<file path="src/verilog/lcd_ctrl_pkg.sv">
package lcd_ctrl_pkg;
  localparam logic [3:0] OFS_PHASE = 4'h0;
  localparam logic [3:0] OFS_MAIN = 4'h1;
  localparam logic [3:0] OFS_SEG0 = 4'h2;
  localparam logic [3:0] OFS_SEG1 = 4'h3;
  localparam logic [3:0] OFS_SEG2 = 4'h4;
  localparam logic [3:0] OFS_IRQ_STAT = 4'h5;
  localparam logic [3:0] OFS_IRQ_MASK = 4'h6;
  localparam logic [3:0] OFS_PIX_ADDR = 4'h7;
  localparam logic [3:0] OFS_PIX_DATA = 4'h8;
  localparam int NUM_PIX = 24;
  localparam int BIT_WFT = 7;
  localparam int BIT_BIAS = 6;
  localparam int BIT_ACT = 5;
  localparam int BIT_WA = 4;
  localparam logic [7:0] PHASE_WMASK = 8'hCF;
  localparam logic [7:0] PHASE_RST = 8'h03;
  localparam logic [7:0] MAIN_RST = 8'h00;
  localparam logic [7:0] MAIN_EN_BIT = 8'h80;
  localparam logic [1:0] MUX_STATIC = 2'h0;
  localparam logic [1:0] MUX_QUAD = 2'h3;
  localparam logic [1:0] IRQ_FRAME = 2'h1;
  localparam logic [1:0] IRQ_BIAS_ERR = 2'h2;
  localparam logic [7:0] FRAME_BASE_CYC = 8'h0F;
  typedef struct packed {
    logic waveform_type;
    logic bias;
    logic [3:0] prescale;
  } phase_type;
  typedef struct packed {
    logic en;
    logic sleep_en;
    logic [1:0] src;
    logic [1:0] mux;
  } main_type;
endpackage

</file>
<file path="src/verilog/frame_divider.sv">
`timescale 1ns/100ps
module frame_divider (
  input wire logic ref_clk,
  input wire logic arst_n,
  input wire logic clk_en,
  input wire logic run,
  input wire logic [3:0] ratio,
  output logic tick
);
  logic [7:0] base_r, base_nxt;
  logic [3:0] div_r, div_nxt;
  always_comb begin
    base_nxt = base_r;
    div_nxt = div_r;
    tick = 1'b0;
    if (!run) begin
      base_nxt = 8'h00;
      div_nxt = 4'h0;
    end else if (base_r == lcd_ctrl_pkg::FRAME_BASE_CYC) begin
      base_nxt = 8'h00;
      if (div_r >= ratio) begin
        div_nxt = 4'h0;
        tick = 1'b1;
      end else begin
        div_nxt = div_r + 4'h1;
      end
    end else begin
      base_nxt = base_r + 8'h01;
    end
  end
  always_ff @(posedge ref_clk or negedge arst_n) begin
    if (!arst_n) begin
      base_r <= 8'h00;
      div_r <= 4'h0;
    end else if (clk_en) begin
      base_r <= base_nxt;
      div_r <= div_nxt;
    end
  end
endmodule

</file>
<file path="src/verilog/lcd_phase_prescale_control.sv">
// The plain strobed port and the address map are this design's own decisions.
`timescale 1ns/100ps
// Notes on behaviour
// - waveform_type set flips phase every frame (type B), clear flips it within each common period (type A).
// - bias_select is half bias for mux 01/10, third bias otherwise, and must stay 0 for mux 00 and 11.
// - driver_active_status reads 1 while the driver runs and 0 while inactive.
// - pixel_write_allowed reads 1 when pixel data may be written and 0 otherwise.
// - frame_prescale divides the frame clock by its value plus one, 1:1 to 1:16.
// - writing all zeros to the main control register turns the module off.
module lcd_phase_prescale_control (
  input wire logic ref_clk,
  input wire logic arst_n,
  input wire logic clk_en,
  input wire logic [3:0] addr,
  input wire logic [7:0] wdata,
  input wire logic wr_stb,
  input wire logic rd_stb,
  output logic [7:0] rdata,
  input wire logic sleep_req,
  output logic [23:0] segment_pin_enable,
  output logic [1:0] multiplex_select,
  output logic [1:0] timing_source,
  output logic half_bias,
  output logic static_bias,
  output logic common_phase,
  output logic frame_tick,
  output logic irq
);
  lcd_ctrl_pkg::phase_type phase_r, phase_nxt;
  lcd_ctrl_pkg::main_type main_r, main_nxt;
  logic [23:0] seg_r, seg_nxt;
  logic [7:0] pix_r [lcd_ctrl_pkg::NUM_PIX];
  logic [7:0] pix_nxt [lcd_ctrl_pkg::NUM_PIX];
  logic [4:0] pix_idx_r, pix_idx_nxt;
  logic [1:0] stat_r, stat_nxt;
  logic [1:0] mask_r, mask_nxt;
  logic [7:0] rdata_r, rdata_nxt;
  logic ph_r, ph_nxt;
  logic [1:0] com_r, com_nxt;
  logic active, write_ok, tick, bias_bad;
  logic [1:0] ev;

  // sleep stops the driver only if sleep_mode_enable is set
  assign active = main_r.en && !(main_r.sleep_en && sleep_req);
  // pixel writes blocked while a type-B frame is mid-phase, avoiding a torn frame
  assign write_ok = !active || !phase_r.waveform_type || !ph_r;
  assign bias_bad = phase_r.bias && (main_r.mux == lcd_ctrl_pkg::MUX_STATIC
                    || main_r.mux == lcd_ctrl_pkg::MUX_QUAD);

  frame_divider u_div (
    .ref_clk(ref_clk),
    .arst_n(arst_n),
    .clk_en(clk_en),
    .run(active),
    .ratio(phase_r.prescale),
    .tick(tick)
  );

  assign ev = {bias_bad && active, tick};

  // configuration group: software-owned fields, changed only by register writes
  always_comb begin
    phase_nxt = phase_r;
    main_nxt = main_r;
    seg_nxt = seg_r;
    pix_idx_nxt = pix_idx_r;
    if (wr_stb) begin
      case (addr)
        lcd_ctrl_pkg::OFS_PHASE: phase_nxt = phase_type_of(wdata & lcd_ctrl_pkg::PHASE_WMASK);
        lcd_ctrl_pkg::OFS_MAIN: main_nxt = main_type_of(wdata);
        lcd_ctrl_pkg::OFS_SEG0: seg_nxt[7:0] = wdata;
        lcd_ctrl_pkg::OFS_SEG1: seg_nxt[15:8] = wdata;
        lcd_ctrl_pkg::OFS_SEG2: seg_nxt[23:16] = wdata;
        lcd_ctrl_pkg::OFS_PIX_ADDR: pix_idx_nxt = wdata[4:0];
        default: ;
      endcase
    end
  end

  always_ff @(posedge ref_clk or negedge arst_n) begin
    if (!arst_n) begin
      phase_r <= lcd_ctrl_pkg::phase_type'(lcd_ctrl_pkg::PHASE_RST[5:0]);
      main_r <= lcd_ctrl_pkg::main_type'(lcd_ctrl_pkg::MAIN_RST[5:0]);
      seg_r <= 24'h000000;
      pix_idx_r <= 5'h00;
    end else if (clk_en) begin
      phase_r <= phase_nxt;
      main_r <= main_nxt;
      seg_r <= seg_nxt;
      pix_idx_r <= pix_idx_nxt;
    end
  end

  // interrupt group: an event in the same cycle as its clear wins, so no event is lost
  always_comb begin
    mask_nxt = mask_r;
    stat_nxt = stat_r;
    if (wr_stb && addr == lcd_ctrl_pkg::OFS_IRQ_STAT) begin
      stat_nxt = stat_r & ~wdata[1:0];
    end
    if (wr_stb && addr == lcd_ctrl_pkg::OFS_IRQ_MASK) begin
      mask_nxt = wdata[1:0];
    end
    stat_nxt = stat_nxt | ev;
  end

  always_ff @(posedge ref_clk or negedge arst_n) begin
    if (!arst_n) begin
      stat_r <= 2'h0;
      mask_r <= 2'h0;
    end else if (clk_en) begin
      stat_r <= stat_nxt;
      mask_r <= mask_nxt;
    end
  end

  // readback group: rdata is zero outside the cycle after a read strobe
  always_comb begin
    rdata_nxt = 8'h00;
    if (rd_stb) begin
      case (addr)
        lcd_ctrl_pkg::OFS_PHASE: rdata_nxt = {phase_r.waveform_type, phase_r.bias, active, write_ok, phase_r.prescale};
        lcd_ctrl_pkg::OFS_MAIN: rdata_nxt = {main_r.en, main_r.sleep_en, 2'h0, main_r.src, main_r.mux};
        lcd_ctrl_pkg::OFS_SEG0: rdata_nxt = seg_r[7:0];
        lcd_ctrl_pkg::OFS_SEG1: rdata_nxt = seg_r[15:8];
        lcd_ctrl_pkg::OFS_SEG2: rdata_nxt = seg_r[23:16];
        lcd_ctrl_pkg::OFS_IRQ_STAT: rdata_nxt = {6'h00, stat_r};
        lcd_ctrl_pkg::OFS_IRQ_MASK: rdata_nxt = {6'h00, mask_r};
        lcd_ctrl_pkg::OFS_PIX_ADDR: rdata_nxt = {3'h0, pix_idx_r};
        lcd_ctrl_pkg::OFS_PIX_DATA: rdata_nxt = (pix_idx_r < 5'h18) ? pix_r[pix_idx_r] : 8'h00;
        default: rdata_nxt = 8'h00;
      endcase
    end
  end

  always_ff @(posedge ref_clk or negedge arst_n) begin
    if (!arst_n) begin
      rdata_r <= 8'h00;
    end else if (clk_en) begin
      rdata_r <= rdata_nxt;
    end
  end

  function automatic lcd_ctrl_pkg::phase_type phase_type_of(input logic [7:0] v);
    phase_type_of = '{waveform_type: v[lcd_ctrl_pkg::BIT_WFT], bias: v[lcd_ctrl_pkg::BIT_BIAS], prescale: v[3:0]};
  endfunction

  function automatic lcd_ctrl_pkg::main_type main_type_of(input logic [7:0] v);
    main_type_of = '{en: v[7], sleep_en: v[6], src: v[3:2], mux: v[1:0]};
  endfunction

  // phase and common sequencing: type B flips per frame, type A per common slot
  always_comb begin
    ph_nxt = ph_r;
    com_nxt = com_r;
    if (!active) begin
      ph_nxt = 1'b0;
      com_nxt = 2'h0;
    end else if (tick) begin
      com_nxt = (com_r >= main_r.mux) ? 2'h0 : com_r + 2'h1;
      if (phase_r.waveform_type) begin
        if (com_r >= main_r.mux) ph_nxt = !ph_r;
      end else begin
        ph_nxt = !ph_r;
      end
    end
  end

  always_ff @(posedge ref_clk or negedge arst_n) begin
    if (!arst_n) begin
      ph_r <= 1'b0;
      com_r <= 2'h0;
    end else if (clk_en) begin
      ph_r <= ph_nxt;
      com_r <= com_nxt;
    end
  end

  // pixel store: writes dropped while not allowed or past the last entry
  always_comb begin
    for (int i = 0; i < lcd_ctrl_pkg::NUM_PIX; i++) begin
      pix_nxt[i] = pix_r[i];
    end
    if (wr_stb && addr == lcd_ctrl_pkg::OFS_PIX_DATA && write_ok && pix_idx_r < 5'h18) begin
      pix_nxt[pix_idx_r] = wdata;
    end
  end

  always_ff @(posedge ref_clk or negedge arst_n) begin
    if (!arst_n) begin
      for (int i = 0; i < lcd_ctrl_pkg::NUM_PIX; i++) begin
        pix_r[i] <= 8'h00;
      end
    end else if (clk_en) begin
      for (int i = 0; i < lcd_ctrl_pkg::NUM_PIX; i++) begin
        pix_r[i] <= pix_nxt[i];
      end
    end
  end

  assign rdata = rdata_r;
  assign segment_pin_enable = seg_r;
  assign multiplex_select = main_r.mux;
  assign timing_source = main_r.src;
  assign half_bias = phase_r.bias && !bias_bad;
  assign static_bias = main_r.mux == lcd_ctrl_pkg::MUX_STATIC;
  assign common_phase = ph_r;
  assign frame_tick = tick;
  assign irq = |(stat_r & mask_r);
endmodule
</file>
<file path="config.mk">
export PLATFORM = sky130hd
export DESIGN_NAME = lcd_phase_prescale_control
export DESIGN_NICKNAME = d
export VERILOG_FILES = /design/src/verilog/lcd_ctrl_pkg.sv /design/src/verilog/frame_divider.sv /design/src/verilog/lcd_phase_prescale_control.sv
export SDC_FILE = /design/constraint.sdc
export NUM_CORES = 1
export LEC_CHECK = 0
export BUFFER_PORTS_ARGS = -buffer_cell sky130_fd_sc_hd__buf_4
export CORE_MARGIN = 3
export CORE_UTILIZATION = 40
export DETAILED_ROUTE_END_ITERATION = 7
export SYNTH_ARGS = -nofsm -noshare
export SYNTH_HDL_FRONTEND = slang
export SYNTH_SLANG_ARGS = --single-unit
</file>
<file path="constraint.sdc">
create_clock -name ref_clk -period 2.3 [get_ports ref_clk]
set_input_delay 0.345 -clock ref_clk [delete_from_list [all_inputs] [get_ports ref_clk]]
set_output_delay 0.345 -clock ref_clk [all_outputs]
set_load 0.02 [all_outputs]
</file>
==> run metrics, run 1 <==
hold crit path type in2reg; GR Overflow Total 0; worst-path cell chain inv_2, ha_4, a2111oi_4, or4_4, nor2_4, buf_6; fillers 2,691; data arrival time of the worst path approximately 2.2 ns; Initial Utilization around two fifths; via count between 8,000 and 9,000; antenna violations before repair 0; most frequent cells in the layout 253 x dfrtp_1, 238 x mux2_2, 131 x buf_4, 57 x mux2i_1, 32 x nand2_1; Crit. End Element primary output; Multi-input gate area ~5900 µm²; routed len/inst 22.7 µm; status finished, violations left; CTS sink count 260; Mapped Cells a little over 900; synthesized area approximately 13,000 µm²; WHS Path Cells 3; Synth Area per Inst approximately 14 µm²; CTS tree done; H-tree lvl count 1; Final min period 2.57 ns; sequential share of power 41.3%; final setup vio count 1; Crit path max-delay family simple AND/OR/NAND/NOR gates; largest net degree at the start of global routing 73; final WL 33,200 µm; Reg2Reg Launch Point pix_idx_r[0]$_DFFE_PN0P_; CTS Buf Count 30; Max Cap Viol 0; EDFF count, synth 0; Tot Pwr about 0.012 W; clock-pin slew on the worst setup and hold paths 0.06 ns; CP Max Fanout 2; Initial DRC Count around 600; Skew-Pair Late Insertion Delay approximately 0.56 ns; Async S/R FF share, synth between 90% and 100%; sw frac approximately 27%; Internal roughly 0.0090 W; Max Root-Sink Buffers 3; failing checks negative setup slack; Top FF cell, synth dfrtp_1; required time of the worst setup path about 2.0 ns; Die W between 150 and 200 µm; fin nets between 1,000 and 1,500; switching power total 0.00341 W; Startpoint Class register; layout cells sized above 1 between 50% and 60%; flops & latches, synth 260; Critical Path Max Stage Delay about 0.54 ns; unrepaired setup endpoints after global routing yes; reg-to-reg setup timing slack 0.04 ns; Max Clk Rate a little under 0.4 GHz; vias per inst 5.69; Seq/Total Area, Yosys between 50% and 60%; Crit Path Class reg2out; Final Util roughly 50%; FF/Latch Area ~6500 µm²; Hold Path Origin clk_en; most common cell after layout, fill and taps aside dfrtp_1; Yosys cell types 66; Hold Path End u_div.base_r[1]$_DFFE_PN0P_; DRT Pass-1 Iters 5; I/O pins 59; Row Count 64; CORE AREA 30,700 µm²; Slowest-stage cell, CP dfstp_2; Fin. Hold Viols 0; area delta synth->final 23.4%; clk_skew 0.0172 ns; global-route wire length before repair ~52,000 µm; CP Launch Point phase_r[1]$_DFFE_PN1P_; clock network fraction of design power 40.2%; Slew Viols, Final 0; Detailed Place HPWL ~22,000 µm; setup_tns -0.269 ns; PortBufs 58; vias in the first global route 8,525; DRC errors left 0; WP buf/inv 2; worst slew pin tran about 0.75 ns; syn nets about 950; ANT cells 0; Die ar. 33,500 µm²; VDD IR-drop max 0.620 mV; P_leak approximately 7.1 nW; worst reg2reg path endpoint rdata[0]$_DFFE_PN0P_; pwr/cell area 803 nW/µm²; gpl congestion ~0.90; Comb pwr share between 15 and 20%; fin crit share 112%; gr usage total about 20%; DRT antenna net count 0; Slew headroom about 50%; clk root buf clkbuf_16; worst r2r path cells 8; synthesis warning total 0; setup slack after layout -0.269 ns; die height ~180 µm
[metrics by stage]
stage | hold slack, ns | cells | setup slack [ns] | instance area, µm²
after floorplan | 0.0494 | 918 | 0.185 | 12500
after global placement | 0.368 | 1399 | -0.246 | 14200
after detailed placement | 0.366 | 1399 | -0.283 | 14200
after CTS | 0.135 | 1461 | -0.344 | 15300
after global routing | 0.173 | 1463 | -0.325 | 15500
final | 0.165 | 1463 | -0.269 | 15500
[registers in the layout (all words and copies together) (netlist names), 4 cells and up]
| name | flops |
|---|---|
| phase_r | 6 |
| pix_idx_r | 5 |
| pix_r | 192 |
| rdata | 8 |
| segment_pin_enable | 24 |
| u_div.base_r | 8 |
| u_div.div_r | 4 |
[worst max path at each step]
stage,endpoint,cells after the start
finish,frame_tick,6
global placement,rdata[5]$_DFFE_PN0P_,7
floorplan,pix_r[48]$_DFFE_PN0P_,7
global route,frame_tick,6
detailed placement,rdata[5]$_DFFE_PN0P_,7
CTS,frame_tick,6
[cell families after synthesis]
family	count (synthesis)	synth area share [%]
xor+xnor	3	0.209
fa+ha+maj	9	0.897
flops	260	51.9
compound gates	97	5.27
simple gates	148	8.12
buf+inv	76	2.75
mux	325	30.9
[synthesized netlist by cell type (10+ instances only)]
cell / n / area (µm²)
buf_2: 14 / 70.1
inv_1: 10 / 37.5
mux2i_1: 61 / 611
clkbuf_1: 33 / 124
nand2_1: 32 / 120
a21oi_1: 11 / 55.1
nor2_1: 16 / 60.1
mux2_2: 238 / 2680
mux4_2: 26 / 586
o21ai_0: 16 / 80.1
o22ai_1: 30 / 188
dfrtp_1: 258 / 6460
[final cells by class]
type | instances | share of cell area (%)
Clock buffer | 44 | 5.64
Clock inverter | 12 | 1.15
Inverter | 11 | 0.267
Multi-Input combinational cell | 582 | 38.1
Sequential cell | 260 | 42.1
Tap cell | 396 | 3.20
Timing Repair Buffer | 158 | 9.57
[power by group through the flow]
| stage | clock (W) | sequential (W) | combinational (W) |
|---|---|---|---|
| 2_1_floorplan | 0 | 0.00521 | 0.00122 |
| 3_3_place_gp | 0 | 0.00522 | 0.00213 |
| 3_5_place_dp | 0 | 0.00523 | 0.00215 |
| 4_1_cts | 0.00511 | 0.00513 | 0.00223 |
| 5_1_grt | 0.00530 | 0.00517 | 0.00246 |
| 6_report | 0.00499 | 0.00513 | 0.00230 |
[worst register-to-register path, stage by stage (launching register included)]
cell      delay (ns)
dfrtp_4         0.47
buf_6           0.16
buf_12          0.15
buf_4           0.14
mux4_2          0.54
and3_1          0.24
a21oi_1         0.12
and3_1          0.18
o221ai_1        0.13
[metal layers]
metal	track usage [%]	part of all wire (%)	vias up	wire length (µm)
met4	5.03	2.2	0	735
met5	0	0	-	0
met2	31.6	47	221	15600
met3	2.92	5.0	51	1660
met1	28.7	46	4375	15200
li1	-	-	3675	-
[timing repair]
item                                    in CTS  in global routing
hold endpoints to repair                    65                  0
resized for setup                           12                 31
hold buffers                                 1                  0
pin swaps                                    1                  6
setup buffers                                5                  2
endpoints found under the setup margin       7                  9
No activity file was read; power rests on OpenSTA's default activity.
==> inputs of run 2 (changes only) <==
--- a/config.mk
+++ b/config.mk
@@ -12,3 +12,4 @@
 export SYNTH_ARGS = -nofsm -noshare
 export SYNTH_HDL_FRONTEND = slang
 export SYNTH_SLANG_ARGS = --single-unit
+export TNS_END_PERCENT = 50
==> run 2 against run 1 <==
The flow still finishes with violations (negative setup slack). Non-clock buffer count unchanged. Via count down 0.13%. Total power hardly changed. Sequential share of layout area increased by 0.051 points. Critical endpoint unchanged. Largest power group unchanged. Highest routed layer unchanged.
==> run metrics, run 2 (synthesized netlist as in run 1, its figures left out) <==
setup slack after layout -0.271 ns; CP Max Fanout 2; DRC errors left 0; DRT Pass-1 Iters 5; Max Cap Viol 0; Initial DRC Count roughly 590; FF/Latch Area about 6500 µm²; I/O pins around 60; Comb pwr share roughly 19%; vias in the first global route 8,525; Max Root-Sink Buffers 3; clk_skew 0.0196 ns; PortBufs slightly below 60; Placement Cell Area around 14,000 µm²; fillers between 2,000 and 3,000; fin nets 1,070; switching power total ~0.0034 W; Startpoint Class register; CTS tree done; sequential share of power a little over 40%; final setup vio count 2; Detailed Place HPWL around 22,000 µm; Slew headroom about half; VDD IR-drop max 0.619 mV; Row Count 64; clock-pin slew on the worst setup and hold paths 0.06 ns; die height roughly 180 µm; max FFs per register ~190; CORE AREA between 30,000 and 40,000 µm²; layout cells sized above 1 roughly half; Initial Utilization approximately two fifths; DRT antenna net count 0; vias per inst approximately 5.7; via count 8,311; gpl congestion around 0.90; worst-path cell chain inv_2, ha_4, a2111oi_4, or4_4, nor2_4, buf_6; final WL between 30,000 and 40,000 µm; fin crit share 112%; clock network fraction of design power around two fifths; CTS Buf Count 30; global-route wire length before repair approximately 52,000 µm; Internal approximately 0.0090 W; hold crit path type in2reg; Slew Viols, Final 0; Crit Path Class reg2out; unrepaired setup endpoints after global routing yes; sw frac approximately 28%; required time of the worst setup path between 1.5 and 2 ns; reg-to-reg setup timing slack 0 ns; Die W around 180 µm; Skew-Pair Late Insertion Delay about 0.56 ns; Multi-input gate area 5880 µm²; largest net degree at the start of global routing 73; Die ar. ~34,000 µm²; worst slew pin tran 0.747 ns; clk root buf clkbuf_16; GR Overflow Total 0; pwr/cell area a little over 800 nW/µm²; failing checks negative setup slack; area delta synth->final 23.3%; status finished, violations left; post-route cell area around 15,000 µm²; Max Clk Rate 0.389 GHz; Critical Path Max Stage Delay 0.54 ns; most frequent cells in the layout 253 x dfrtp_1, 238 x mux2_2, 131 x buf_4, 57 x mux2i_1, 32 x nand2_1; Final min period roughly 2.6 ns; Slowest-stage cell, CP dfstp_2; Tot Pwr around 0.012 W; antenna violations before repair 0; Reg with most FFs pix_r; most common cell after layout, fill and taps aside dfrtp_1; Fin. Hold Viols 0; gr usage total 19.8%; ANT cells 0; H-tree lvl count 1; CTS sink count 260; data arrival time of the worst path around 2.2 ns; P_leak slightly above 7 nW; routed len/inst 22.7 µm; Crit. End Element primary output
## run 2: cell types whose count changed in the layout (fill, tap and decap cells not counted)
| cell | previous run | this run |
|---|---|---|
| nor4_2 | 4 | 5 |
| nor4_4 | 5 | 4 |
| o22ai_1 | 24 | 25 |
| o22ai_2 | 6 | 5 |
| or4b_2 | 0 | 1 |
| or4b_4 | 3 | 2 |
## run 2: metrics by stage
| stage | std cells | setup slack (ns) | hold WS, ns | utilization (%) | TNS (ns) |
|---|---|---|---|---|---|
| detailed placement | 1399 | -0.283 | 0.366 | 46.0 | -0.694 |
| finish | 1463 | -0.271 | 0.161 | 50.3 | -0.273 |
| CTS | 1461 | -0.344 | 0.135 | 49.8 | -0.344 |
| global placement | 1399 | -0.246 | 0.368 | 46.0 | -0.780 |
| global route | 1463 | -0.325 | 0.173 | 50.3 | -0.404 |
| floorplan | 918 | 0.185 | 0.0494 | - | 0 |
## run 2: final timing paths
check / start / end / cells after the start
min reg2reg: pix_r[67]$_DFFE_PN0P_ / pix_r[67]$_DFFE_PN0P_ / 1
min: clk_en / u_div.base_r[1]$_DFFE_PN0P_ / 3
max reg2reg: pix_idx_r[4]$_DFFE_PN0P_ / rdata[0]$_DFFE_PN0P_ / 6
max in group asynchronous: arst_n / pix_r[143]$_DFFE_PN0P_ / 3
min in group asynchronous: arst_n / pix_r[181]$_DFFE_PN0P_ / 2
max: phase_r[1]$_DFFE_PN1P_ / frame_tick / 6
## run 2: power by group through the flow
stage	clock network [W]	registers, W	logic, W
2_1_floorplan	0	0.00521	0.00122
3_3_place_gp	0	0.00522	0.00213
3_5_place_dp	0	0.00523	0.00215
4_1_cts	0.00511	0.00513	0.00223
5_1_grt	0.00530	0.00517	0.00246
6_report	0.00500	0.00514	0.00230
## run 2: cell type report
class | count | area share [%]
multi-input combinational | 582 | 38.0
clock inverter | 12 | 1.15
timing repair buffer | 158 | 9.59
clock buffer | 44 | 5.65
tap | 396 | 3.20
inverter | 11 | 0.267
sequential | 260 | 42.1
## run 2: repair_timing
item / 4_1_cts / 5_1_grt
hold buffers: 1 / 0
pin swaps: 1 / 6
endpoints found under the hold margin: 65 / 0
gates resized for setup: 12 / 28
setup endpoints to repair: 7 / 9
cloned: 0 / 0
buffers inserted: 5 / 2
## run 2: metal layers
layer	share of wire [%]	global-route usage, %
met5	0	0
met1	46	28.7
met2	47	31.6
met4	2.1	5.03
met3	4.7	2.92
## run 2: critical path, delay by kind of cell, from the launching register on
family                   cells  cell delay, ns
buffers and inverters        2            0.17
adder cells (fa/ha/maj)      1            0.26
AND/OR/NAND/NOR              2            0.63
flip-flops                   1            0.54
AO/OA/AOI/OAI                1            0.06
